**src/logic/bsgm_pkg.sv**
```systemverilog
// Constants for the boot status and pin function register group
// Contract
// RQ1 - Status bit 1 flags failed integrity check
// RQ2 - Status bit 0 sets when load completes
// RQ3 - Status upper six bits read zero
// RQ4 - Software sets first coefficient marker bit
// RQ5 - Read-only supply code, volts times 8.428
// RQ6 - Direction bits: 0 input, 1 output
// RQ7 - Direction bits reset to input
// RQ8 - Code 0010 drives user output value
// RQ9 - Code 0011 drives both-channel auto-mute
// RQ10 - Codes 0100/0101 drive left/right auto-mute
// RQ11 - Code 0110 drives clock-invalid flag
// RQ12 - Code 1000 drives warning output
// RQ13 - Code 1001 drives serial audio output
// RQ14 - Code 1011 drives fault output
// RQ15 - Codes 1100/1101 drive master clock/data-out
// RQ16 - Load-start bit selects external memory fetch
// RQ17 - Reserved codes hold pin 0 low
// RQ18 - Pin 0 driven only when direction output
package bsgm_pkg;
   // ---------------------------------------------------------------
   // Register offsets
   // ---------------------------------------------------------------
   localparam logic [7:0] BSGM_OFS_BOOT_STATUS = 8'h5B;
   localparam logic [7:0] BSGM_OFS_FILT_WR     = 8'h5C;
   localparam logic [7:0] BSGM_OFS_SUPPLY      = 8'h5E;
   localparam logic [7:0] BSGM_OFS_DIR         = 8'h60;
   localparam logic [7:0] BSGM_OFS_PIN0_SEL    = 8'h61;
   // ---------------------------------------------------------------
   // Field positions and reset values
   // ---------------------------------------------------------------
   localparam int         BSGM_BIT_DONE        = 0;
   localparam int         BSGM_BIT_CRC_ERR     = 1;
   localparam int         BSGM_BIT_FIRST_COEF  = 0;
   localparam logic [7:0] BSGM_RST_BYTE        = 8'h00;
   localparam logic [2:0] BSGM_RST_DIR         = 3'h0;
   localparam logic [3:0] BSGM_RST_SEL         = 4'h0;
   // ---------------------------------------------------------------
   // Pin 0 function codes
   // ---------------------------------------------------------------
   localparam logic [3:0] BSGM_SEL_USER        = 4'h2;
   localparam logic [3:0] BSGM_SEL_MUTE_BOTH   = 4'h3;
   localparam logic [3:0] BSGM_SEL_MUTE_LEFT   = 4'h4;
   localparam logic [3:0] BSGM_SEL_MUTE_RIGHT  = 4'h5;
   localparam logic [3:0] BSGM_SEL_CLK_INVALID = 4'h6;
   localparam logic [3:0] BSGM_SEL_WARN        = 4'h8;
   localparam logic [3:0] BSGM_SEL_AUDIO_OUT   = 4'h9;
   localparam logic [3:0] BSGM_SEL_FAULT       = 4'hB;
   localparam logic [3:0] BSGM_SEL_SPI_CLK     = 4'hC;
   localparam logic [3:0] BSGM_SEL_SPI_MOSI    = 4'hD;
endpackage : bsgm_pkg

```
**src/logic/bsgm_pin0_mux.sv**
```systemverilog
// Pin 0 function multiplexer
`timescale 1ns/10ps
module bsgm_pin0_mux (
   // Selection
   input  wire logic [3:0] pin0_function_code,
   // Sources
   input  wire logic       user_out_value,
   input  wire logic       mute_left,
   input  wire logic       mute_right,
   input  wire logic       clock_invalid,
   input  wire logic       warning_out_n,
   input  wire logic       fault_out_n,
   input  wire logic       serial_audio_out,
   input  wire logic       spi_clk_out,
   input  wire logic       spi_mosi_out,
   // Result
   output logic            pin0_level
);
   always_comb begin
      unique case (pin0_function_code)
         bsgm_pkg::BSGM_SEL_USER:        pin0_level = user_out_value;            // RQ8
         bsgm_pkg::BSGM_SEL_MUTE_BOTH:   pin0_level = mute_left & mute_right;    // RQ9
         bsgm_pkg::BSGM_SEL_MUTE_LEFT:   pin0_level = mute_left;                 // RQ10
         bsgm_pkg::BSGM_SEL_MUTE_RIGHT:  pin0_level = mute_right;                // RQ10
         bsgm_pkg::BSGM_SEL_CLK_INVALID: pin0_level = clock_invalid;             // RQ11
         bsgm_pkg::BSGM_SEL_WARN:        pin0_level = warning_out_n;             // RQ12
         bsgm_pkg::BSGM_SEL_AUDIO_OUT:   pin0_level = serial_audio_out;          // RQ13
         bsgm_pkg::BSGM_SEL_FAULT:       pin0_level = fault_out_n;               // RQ14
         bsgm_pkg::BSGM_SEL_SPI_CLK:     pin0_level = spi_clk_out;               // RQ15
         bsgm_pkg::BSGM_SEL_SPI_MOSI:    pin0_level = spi_mosi_out;              // RQ15
         default:                        pin0_level = 1'b0;                      // RQ17
      endcase
   end
endmodule : bsgm_pin0_mux

```
**src/logic/bsgm_regs.sv**
```systemverilog
// Boot status, supply code, pin direction and pin 0 function registers
`timescale 1ns/10ps
module bsgm_regs (
   // Clock and reset
   input  wire logic       clock,
   input  wire logic       reset_n,
   // Register access port
   input  wire logic [7:0] reg_addr,
   input  wire logic       reg_write,
   input  wire logic [7:0] reg_wdata,
   output logic [7:0]      reg_rdata,
   // Boot load engine
   input  wire logic       load_done,
   input  wire logic       load_crc_error,
   output logic            load_from_memory,
   input  wire logic       load_from_memory_ctrl,
   // Filter write path
   output logic            first_coef_marker,
   // Supply converter
   input  wire logic [7:0] supply_voltage_code,
   // Pin 0 sources
   input  wire logic       user_out_value,
   input  wire logic       mute_left,
   input  wire logic       mute_right,
   input  wire logic       clock_invalid,
   input  wire logic       warning_out_n,
   input  wire logic       fault_out_n,
   input  wire logic       serial_audio_out,
   input  wire logic       spi_clk_out,
   input  wire logic       spi_mosi_out,
   // Pads
   output logic            io_pin_0_out,
   output logic            pin0_drive_enable,
   output logic            pin1_drive_enable,
   output logic            pin2_drive_enable
);
   // ---------------------------------------------------------------
   // State
   // ---------------------------------------------------------------
   logic       done_reg,   done_next;
   logic       crc_reg,    crc_next;
   logic       first_reg,  first_next;
   logic [7:0] supply_reg, supply_next;
   logic [2:0] dir_reg,    dir_next;
   logic [3:0] sel_reg,    sel_next;
   logic       ext_reg,    ext_next;
   logic       pin0_reg,   pin0_next;
   logic [7:0] rdata_reg,  rdata_next;
   logic       pin0_level;

   // ---------------------------------------------------------------
   // Write decode and status capture
   // ---------------------------------------------------------------
   function automatic logic hit(input logic [7:0] a, input logic [7:0] ofs);
      hit = (a == ofs);
   endfunction : hit

   always_comb begin
      ext_next    = load_from_memory_ctrl;                                  // RQ16
      done_next   = ext_reg & (done_reg | load_done);                       // RQ2 RQ16
      crc_next    = ext_reg & (load_done ? load_crc_error : crc_reg);       // RQ1
      supply_next = supply_voltage_code;                                    // RQ5
      first_next  = first_reg;
      dir_next    = dir_reg;
      sel_next    = sel_reg;
      if (reg_write && hit(reg_addr, bsgm_pkg::BSGM_OFS_FILT_WR)) begin
         first_next = reg_wdata[bsgm_pkg::BSGM_BIT_FIRST_COEF];             // RQ4
      end
      if (reg_write && hit(reg_addr, bsgm_pkg::BSGM_OFS_DIR)) begin
         dir_next = reg_wdata[2:0];                                         // RQ6
      end
      if (reg_write && hit(reg_addr, bsgm_pkg::BSGM_OFS_PIN0_SEL)) begin
         sel_next = reg_wdata[3:0];
      end
   end

   // ---------------------------------------------------------------
   // Read mux
   // ---------------------------------------------------------------
   always_comb begin
      rdata_next = bsgm_pkg::BSGM_RST_BYTE;
      if (hit(reg_addr, bsgm_pkg::BSGM_OFS_BOOT_STATUS)) begin
         rdata_next = {6'h00, crc_reg, done_reg};                           // RQ3
      end else if (hit(reg_addr, bsgm_pkg::BSGM_OFS_FILT_WR)) begin
         rdata_next = {7'h00, first_reg};
      end else if (hit(reg_addr, bsgm_pkg::BSGM_OFS_SUPPLY)) begin
         rdata_next = supply_reg;
      end else if (hit(reg_addr, bsgm_pkg::BSGM_OFS_DIR)) begin
         rdata_next = {5'h00, dir_reg};
      end else if (hit(reg_addr, bsgm_pkg::BSGM_OFS_PIN0_SEL)) begin
         rdata_next = {4'h0, sel_reg};
      end
   end

   // ---------------------------------------------------------------
   // Pin 0
   // ---------------------------------------------------------------
   bsgm_pin0_mux u_mux (
      .pin0_function_code (sel_reg),
      .user_out_value     (user_out_value),
      .mute_left          (mute_left),
      .mute_right         (mute_right),
      .clock_invalid      (clock_invalid),
      .warning_out_n      (warning_out_n),
      .fault_out_n        (fault_out_n),
      .serial_audio_out   (serial_audio_out),
      .spi_clk_out        (spi_clk_out),
      .spi_mosi_out       (spi_mosi_out),
      .pin0_level         (pin0_level)
   );

   always_comb begin
      pin0_next = pin0_level;
   end

   // ---------------------------------------------------------------
   // Registers
   // ---------------------------------------------------------------
   always_ff @(posedge clock or negedge reset_n) begin
      if (!reset_n) begin
         done_reg   <= 1'b0;
         crc_reg    <= 1'b0;
         first_reg  <= 1'b0;
         supply_reg <= bsgm_pkg::BSGM_RST_BYTE;
         dir_reg    <= bsgm_pkg::BSGM_RST_DIR;                              // RQ7
         sel_reg    <= bsgm_pkg::BSGM_RST_SEL;
         ext_reg    <= 1'b0;
         pin0_reg   <= 1'b0;
         rdata_reg  <= bsgm_pkg::BSGM_RST_BYTE;
      end else begin
         done_reg   <= done_next;
         crc_reg    <= crc_next;
         first_reg  <= first_next;
         supply_reg <= supply_next;
         dir_reg    <= dir_next;
         sel_reg    <= sel_next;
         ext_reg    <= ext_next;
         pin0_reg   <= pin0_next;
         rdata_reg  <= rdata_next;
      end
   end

   // ---------------------------------------------------------------
   // Outputs
   // ---------------------------------------------------------------
   assign reg_rdata         = rdata_reg;
   assign first_coef_marker = first_reg;
   assign load_from_memory  = ext_reg;
   assign io_pin_0_out      = pin0_reg;
   assign pin0_drive_enable = dir_reg[0];                                   // RQ18
   assign pin1_drive_enable = dir_reg[1];
   assign pin2_drive_enable = dir_reg[2];
endmodule : bsgm_regs

```
**config.mk**
```make
export PLATFORM = sky130hd
export DESIGN_NAME = bsgm_regs
export DESIGN_NICKNAME = d
export VERILOG_FILES = /design/src/logic/bsgm_pkg.sv /design/src/logic/bsgm_pin0_mux.sv /design/src/logic/bsgm_regs.sv
export SDC_FILE = /design/constraint.sdc
export NUM_CORES = 1
export LEC_CHECK = 0
export BUFFER_PORTS_ARGS = -buffer_cell sky130_fd_sc_hd__buf_2
export CAP_MARGIN = 10
export CORE_MARGIN = 5
export CORE_UTILIZATION = 28
export CTS_BUF_LIST = sky130_fd_sc_hd__clkbuf_4 sky130_fd_sc_hd__clkbuf_8
export DETAILED_ROUTE_END_ITERATION = 6
export GPL_TIMING_DRIVEN = 0
export HOLD_SLACK_MARGIN = 0.12
export MAX_ROUTING_LAYER = met4
export PLACE_DENSITY = 0.52
export SLEW_MARGIN = 20
export SYNTH_ARGS = -nofsm -noshare
export SYNTH_HDL_FRONTEND = slang
export SYNTH_SLANG_ARGS = --single-unit
```
**constraint.sdc**
```tcl
create_clock -name clock -period 1.2 [get_ports clock]
set_clock_uncertainty 0.05 [all_clocks]
set_input_delay 0.24 -clock clock [delete_from_list [all_inputs] [get_ports clock]]
set_output_delay 0.24 -clock clock [all_outputs]
set_load 0.01 [all_outputs]
```
==> results of run 1 <==
## cells by family (layout without fill, tap and decap cells)
family	count (synthesis)	count (layout)	synth area share (%)
and+or+nand+nor	34	34	17.9
DFF	28	28	58.8
buffers and inverters	4	68	1.36
muxes	15	15	13.4
AOI/OAI and AO/OA	15	15	8.50
## metal layers
layer	global-route usage, %	share of wire (%)	vias to the layer above
li1	-	-	465
met1	12.6	44	450
met2	17.1	50	24
met3	1.60	5.2	2
met4	2.91	0.63	0
met5	-	0	-
## worst max-delay path by stage
stage,from,end,slack [ps],cells past startpoint
2_1_floorplan,reg_addr[4],dir_reg[0]$_DFFE_PN0P_,-670,4
3_3_place_gp,reg_addr[2],dir_reg[0]$_DFFE_PN0P_,-880,5
3_5_place_dp,reg_addr[2],dir_reg[0]$_DFFE_PN0P_,-900,5
4_1_cts,reg_addr[4],dir_reg[0]$_DFFE_PN0P_,-610,5
5_1_grt,reg_addr[4],dir_reg[0]$_DFFE_PN0P_,-600,5
6_report,reg_addr[4],dir_reg[0]$_DFFE_PN0P_,-560,5
## through the flow
step	worst slack (ps)	total power, mW	std cells	hold slack [ps]	setup TNS (ps)
floorplan	-666	1.09	96	-106	-4910
global placement	-879	1.19	193	230	-8460
detailed placement	-901	1.20	193	246	-8550
CTS	-608	1.97	208	136	-4200
global route	-596	2.04	210	136	-5120
finish	-563	1.95	210	142	-4680
## placed cells by master, fill, tap and decap left out, types with 3 or more instances in the layout
cell type	synthesis	routed
mux2i_1	7	7
o21ai_0	4	4
nand3b_1	3	3
dfrtp_1	28	28
mux2_4	0	7
nand3_1	3	3
dlygate4sd3_1	0	10
a21oi_1	3	3
buf_4	0	3
buf_2	1	46
and2_1	4	4
nor2b_1	5	5
clkbuf_8	0	3
nand2_1	6	6
buf_6	0	3
## repair_timing
item,in CTS,in global routing
resized for setup,11,6
hold buffers,10,0
hold endpoints to repair,37,0
setup buffers,2,2
pin swaps,4,4
endpoints found under the setup margin,12,16
## power by group
group / internal, mW / switching (mW)
clock: 0.446 / 0.281
sequential: 0.978 / 0.0245
combinational: 0.125 / 0.0943
## area by class of cell
cell class,count,area [um2]
Sequential cell,28,701
Timing Repair Buffer,61,382
Clock buffer,3,41.3
Clock inverter,1,30.0
Inverter,1,3.75
Tap cell,50,62.6
Multi-Input combinational cell,64,543
Buffer,2,10.0
Fill cell,386,2280
## worst max-delay path: cells and delay by family
kind | cells | cell delay [ps]
buffers and inverters | 1 | 90
multiplexers | 1 | 330
AND/OR/NAND/NOR | 3 | 1200
==> flow_summary.toml, run 1 <==
[synthesis]
async_flop_share_pct = 100
synth_edf_count = 0
synth_cell_types = 28
yosys_register_bits = 28
yosys-top-cells-count = "dfrtp_1 (28), mux2_2 (8), mux2i_1 (7)"
synth_cells = 96
synth_area_um2 = 1190
netlist.top_cell.by_area = "dfrtp_1"
netlist.area_leader.share_pct = 58.8
yosysMostFrequentCell = "dfrtp_1"
yosysSeqAreaShare_pct = 58.8
synth_area_per_cell_um2 = 12.4
ys.flop_type = "dfrtp_1"
synth_warnings = 0
yosys-top-cells-area = "dfrtp_1 (59%), mux2_2 (7.6%), mux2i_1 (5.9%)"
synth_nets = 135

[die]
chipWidth_um = 75.3
initial_core_util_pct = 29.4
io_pins = 53
rows = 23
core_um2 = 4060
dieArea_um2 = 5660
die_h_um = 75.3

[setup_path]
slowest_delay_ps = 520
crit_path_top_delay_cell = "or4b_4"
end_kind = "flop"
r2r_start = "sel_reg[0]$_DFFE_PN0P_"
crit_fanout = 3
path_class = "input port to flop"
start_kind = "input port"
reg2reg_to = "io_pin_0_out$_DFF_PN0_"
crit_chain = "buf_6 -> or4b_4 -> or3_4 -> nor3b_4 -> mux2_4"
reg2reg_slack_ps = 0
arrival_ps = 1870
ff2ff_path_depth = 4
required_ps = 1310

[power_and_ir_drop]
peakVddDrop_uv = 658
power.leakage_nw = 0.887
power_per_cell_area_nw_per_um2 = 1100

[place]
io_buffer_count = 47
hpwl_mm = 2.09
place_congestion = 0.718
dpl-instance-area_um2 = 1510

[min_path]
hold_depth = 2
hold_start = "load_done"
hold_class = "input port to flop"
worst_hold_path.endpoint = "done_reg$_DFF_PN0_"

[sta]
finalSetupViolCount = 12
setup_ws_ps = -563
rsz0062_at_grt = "true"
slew_headroom_pct = 58.7
worst_pin_slew_ps = 620
min_period_ps = 1760
final-hold-violation-count = 0
timing.fmax_mhz = 567
maxSlewViolCount = 0
final.period_utilization_pct = 147

[finish]
final_util_pct = 43.7
drive_gt1_share_pct = 46.3
num-nets-final = 200
design_area_um2 = 1770
diodes = 0
areaGrowthSynthToFinish_pct = 48.7

[global_route]
antenna_found_initial = 0
grt_use_total_pct = 10.2
grt-ovfl-total = 0
grt_pass1_wl_mm = 4.28
grt_max_degree = 29
grt_pass1_vias = 971

[clock_tree]
clock_latency_ps = 270
cts_tree = "done"
clk_pin_slew_worst_paths_ps = 100
h-tree-depth = 1
cts_buffers = 3
clockBufferDepth = 2
cts_sinks = 28
cts_root_buf = "clkbuf_8"

[routing]
drc = 0
vias_per_cell = 4.48
wl_per_cell_um = 13.0
totalWireLength_mm = 2.72
num_vias = 941
drt-pass1-iter-count = 4
first_iter_violations = 33
postRouteAntennaNets = 0

[flow_run]
maxCapViolations = 0

[outcome]
violations = "negative setup slack"
status = "finished with violations"
Note: power is estimated with default switching activity, not from simulation.
==> run 2, diff against run 1 <==
--- a/config.mk
+++ b/config.mk
@@ -15,6 +15,7 @@
 export HOLD_SLACK_MARGIN = 0.12
 export MAX_ROUTING_LAYER = met4
 export PLACE_DENSITY = 0.52
+export REMOVE_ABC_BUFFERS = 1
 export SLEW_MARGIN = 20
 export SYNTH_ARGS = -nofsm -noshare
 export SYNTH_HDL_FRONTEND = slang
==> run 2 against run 1 <==
The flow still finishes with violations (negative setup slack). Maximum frequency down 1.9%. Wire length down 0.37%. Clock power about the same. Largest cell class unchanged. Highest routed layer unchanged.
==> flow_summary.toml, run 2 (synthesis results as in run 1) <==
[setup_path]
reg2reg_to = "io_pin_0_out$_DFF_PN0_"
reg2reg_slack_ps = -70
path_class = "input port to flop"
critPathBufInv = 1
arrival_ps = 1910
ff2ff_path_depth = 4
r2r_start = "sel_reg[0]$_DFFE_PN0P_"
cp_top_family = "simple AND/OR/NAND/NOR gates"
end_kind = "flop"
required_ps = 1310
crit_chain = "buf_6 -> or4b_4 -> or3_4 -> nor3b_4 -> mux2_4"
start_kind = "input port"
crit_fanout = 3
slowest_delay_ps = 520
crit_path_top_delay_cell = "or4b_4"

[finish]
diodes = 0
fin_cells = 211
areaGrowthSynthToFinish_pct = 48.2
mostFrequentLayoutCells = "buf_2 (47), dfrtp_1 (28), dlygate4sd3_1 (10), mux2i_1 (7)"
design_area_um2 = 1770
drive_gt1_share_pct = 46.6
final_common_cell = "buf_2"
num-nets-final = 201

[clock_tree]
cts_root_buf = "clkbuf_8"
clockBufferDepth = 2
clk_pin_slew_worst_paths_ps = 90
cts_buffers = 3
cts_sinks = 28
h-tree-depth = 1
cts_tree = "done"
clock_latency_ps = 270

[sta]
min_period_ps = 1800
slew_headroom_pct = 60.1
finalSetupViolCount = 12
whs_ps = 154
final-hold-violation-count = 0
worst_pin_slew_ps = 599
rsz0062_at_grt = "true"
setup_ws_ps = -598
setup-tns-final_ps = -4020
maxSlewViolCount = 0
timing.fmax_mhz = 556
final.period_utilization_pct = 150

[die]
die_h_um = 75.3
io_pins = 53
initial_core_util_pct = 29.4
core_um2 = 4060
dieArea_um2 = 5660
rows = 23
chipWidth_um = 75.3

[outcome]
status = "finished with violations"
violations = "negative setup slack"

[place]
hpwl_mm = 2.06
dpl-instance-area_um2 = 1480
pre_cts_ws_ps = -912
place_inst = 191
place_congestion = 0.831
io_buffer_count = 48

[global_route]
grt_max_degree = 29
grt_pass1_vias = 983
grt_use_total_pct = 10.5
grt_pass1_wl_mm = 4.35
antenna_found_initial = 0
grt-ovfl-total = 0

[routing]
drt-pass1-iter-count = 4
num_vias = 962
vias_per_cell = 4.56
totalWireLength_mm = 2.71
drc = 0
first_iter_violations = 49
postRouteAntennaNets = 0
wl_per_cell_um = 12.8

[power_and_ir_drop]
power.leakage_nw = 0.884
power_per_cell_area_nw_per_um2 = 1100
peakVddDrop_uv = 523

[min_path]
hold_depth = 2
worst_hold_path.endpoint = "done_reg$_DFF_PN0_"
hold_class = "input port to flop"
hold_start = "load_done"

[flow_run]
maxCapViolations = 0
run 2: cell types whose count changed in the layout (fill, tap and decap cells not counted), sizes merged:
cell / delta
buf: +2
clkbuf: -1
run 2: routing by layer:
metal  GRT usage [%]  vias to the layer above  wire length, um
met1            12.8                      467             1150
li1                -                      470                -
met3            2.40                        2              163
met5               -                        -                0
met4            2.91                        0               19
met2            17.4                       23             1380
run 2: cell type report:
type,instances,area [um2]
Clock buffer,3,41.3
Clock inverter,1,30.0
Fill cell,390,2290
Inverter,1,3.75
Multi-Input combinational cell,64,533
Sequential cell,28,701
Tap cell,50,62.6
Timing Repair Buffer,64,395
run 2: timing repair:
action / in CTS / in global routing
cloned: 0 / 0
pin swaps: 4 / 1
setup endpoints to repair: 17 / 17
resized for setup: 13 / 3
setup buffers: 4 / 2
hold buffers: 10 / 0
hold endpoints to repair: 37 / 0
run 2: through the flow:
step                      power (mW)  utilization, %
after global routing            2.05            43.5
after floorplan                 1.08               -
final                           1.94            43.5
after CTS                       1.96            42.9
after global placement          1.19            36.5
after detailed placement        1.19            36.5
run 2: worst reg2reg max path, cell delays in order (launching register included):
cell and delay (ps):
dfrtp_1 500, mux2i_1 150, o21ai_0 260, nand3b_1 140
o211ai_1 100
run 2: worst max-delay path by stage:
stage | startpoint | to | slack (ps) | cells past startpoint
finish | reg_addr[4] | dir_reg[1]$_DFFE_PN0P_ | -600 | 5
global route | reg_addr[4] | dir_reg[0]$_DFFE_PN0P_ | -610 | 5
floorplan | reg_addr[4] | dir_reg[0]$_DFFE_PN0P_ | -680 | 4
CTS | reg_addr[4] | dir_reg[1]$_DFFE_PN0P_ | -600 | 5
detailed placement | reg_addr[2] | dir_reg[1]$_DFFE_PN0P_ | -910 | 5
global placement | reg_addr[2] | dir_reg[0]$_DFFE_PN0P_ | -900 | 5
run 2: where the power goes:
group | total, mW | internal [mW] | leakage [nW] | switching, mW
registers | 1.00 | 0.978 | 0.366 | 0.0250
clock network | 0.728 | 0.446 | 0.0357 | 0.282
logic | 0.214 | 0.120 | 0.482 | 0.0933
total | 1.94 | 1.54 | 0.884 | 0.400
==> run 3, diff against run 2 <==
==> constraint.sdc (replaced) <==
create_clock -name clock -period 1.6 [get_ports clock]
set_clock_uncertainty 0.05 [all_clocks]
set_input_delay 0.32 -clock clock [delete_from_list [all_inputs] [get_ports clock]]
set_output_delay 0.32 -clock clock [all_outputs]
set_load 0.01 [all_outputs]
==> run 3 against run 2 <==
The flow still finishes with violations (negative setup slack). Non-clock buffer count decreased by 5. Sequential share of layout area rose by 1.9 points. Combinational power is 29% lower. Die area did not move. First-iteration DRC count increased by 59%. Global-route usage fell by 0.18 points. Register-to-register slack better by 440 ps. Design area decreased by 4.6%. Critical endpoint is now dir_reg[0]$_DFFE_PN0P_. Critical path type unchanged. Sequential power is 25% lower. Flip-flop and latch count is the same. Largest cell class unchanged.
==> flow_summary.toml, run 3 (synthesis results as in run 1) <==
[sta]
min_period_ps = 1860
final.period_utilization_pct = 116
worst_pin_slew_ps = 646
finalSetupViolCount = 7
setup_ws_ps = -256
slew_headroom_pct = 56.6
timing.fmax_mhz = 539
final-hold-violation-count = 0
rsz0062_at_grt = "true"
setup-tns-final_ps = -1490
maxSlewViolCount = 0

[routing]
first_iter_violations = 78
drc = 0
wl_per_cell_um = 12.6
num_vias = 936
vias_per_cell = 4.54
wl_met2_mm = 1.30
totalWireLength_mm = 2.59
highest_layer = "met4"
dr_wl_met3_um = 145
wl_met1_mm = 1.13
postRouteAntennaNets = 0
drt-pass1-iter-count = 3

[setup_path]
arrival_ps = 1960
end_kind = "flop"
required_ps = 1710
path_class = "input port to flop"
crit_fanout = 3
start_kind = "input port"

[clock_tree]
cts_sinks = 28
clk_pin_slew_worst_paths_ps = 90
cts_tree = "done"
cts_buffers = 3
h-tree-depth = 1
clock_latency_ps = 270
clockBufferDepth = 2
cts_root_buf = "clkbuf_8"

[global_route]
grt-ovfl-total = 0
grt_use_total_pct = 10.3
antenna_found_initial = 0
grt_pass1_vias = 976
grt_max_degree = 29
grt_pass1_wl_mm = 4.31

[place]
hpwl_mm = 2.06
dpl-instance-area_um2 = 1480
place_congestion = 0.831
io_buffer_count = 48

[die]
chipWidth_um = 75.3
initial_core_util_pct = 29.4
core_um2 = 4060
io_pins = 53
die_h_um = 75.3
dieArea_um2 = 5660
rows = 23

[power_and_ir_drop]
power_per_cell_area_nw_per_um2 = 859
pwr-share-seq_pct = 51.9
switching_share_pct = 20.2
internal_power_mw = 1.16
switchingPower_mw = 0.292
pwr-share-comb_pct = 10.4
clkPwrFrac_pct = 37.6
peakVddDrop_uv = 372
power.leakage_nw = 0.840

[finish]
final_util_pct = 41.5
final_common_cell = "buf_2"
num-nets-final = 196
fillers = 394
diodes = 0
mostFrequentLayoutCells = "buf_2 (46), dfrtp_1 (28), dlygate4sd3_1 (10), mux2i_1 (7), nand2_1 (6)"
design_area_um2 = 1690
areaGrowthSynthToFinish_pct = 41.3
drive_gt1_share_pct = 41.0

[outcome]
violations = "negative setup slack"
status = "finished with violations"

[min_path]
hold_class = "input port to flop"

[flow_run]
maxCapViolations = 0
[run 3: changes by cell type in the layout (fill, tap and decap cells not counted), sizes merged]
| cell | previous run | this run |
|---|---|---|
| buf | 54 | 49 |
[run 3: path summary, 6_finish.rpt]
path,depth (start not counted),slack (ps),from,end
worst max-delay path,5,-260,reg_addr[3],dir_reg[0]$_DFFE_PN0P_
worst min-delay path,2,230,load_done,done_reg$_DFF_PN0_
worst max register to register,4,370,sel_reg[0]$_DFFE_PN0P_,io_pin_0_out$_DFF_PN0_
worst min register to register,1,410,supply_reg[6]$_DFF_PN0_,reg_rdata[6]$_DFF_PN0_
max in group asynchronous,2,570,reset_n,io_pin_0_out$_DFF_PN0_
min in group asynchronous,2,530,reset_n,load_from_memory$_DFF_PN0_
[run 3: metal layers]
metal / global-route usage (%) / vias to the layer above
li1: - / 457
met1: 13.0 / 456
met2: 16.6 / 21
met3: 2.40 / 2
met4: 2.91 / 0
met5: - / -
[run 3: timing repair]
item,in CTS,in global routing
gates cloned,0,0
setup buffers,1,0
hold buffers,10,0
pin swaps,3,3
resized for setup,4,1
hold endpoints to repair,37,0
setup endpoints to repair,7,8
[run 3: worst max-delay path, stage by stage]
cell     delay (ps)
buf_6            90
or4b_4          520
or3_4           360
nor3b_4         340
mux2_4          330
[run 3: power groups by stage]
stage	clock (mW)	sequential [mW]	combinational, mW
floorplan	0	0.766	0.0449
global placement	0	0.765	0.125
detailed placement	0	0.766	0.129
CTS	0.556	0.752	0.153
global route	0.598	0.757	0.170
finish	0.545	0.752	0.151
[run 3: layout make-up]
class	count	area, um2	area share [%]
Clock buffer	3	41.3	2.45
Inverter	1	3.75	0.223
Tap cell	50	62.6	3.71
Sequential cell	28	701	41.6
Multi-Input combinational cell	64	487	28.9
Timing Repair Buffer	59	360	21.4
Clock inverter	1	30.0	1.78
[run 3: per-stage QoR]
step                power (mW)  cells  hold slack (ps)  setup slack [ps]
detailed placement       0.895    191              315              -592
global route              1.53    206              235              -264
CTS                       1.46    206              235              -276
global placement         0.891    191              307              -582
floorplan                0.811     93            -25.6              -365
finish                    1.45    206              235              -256
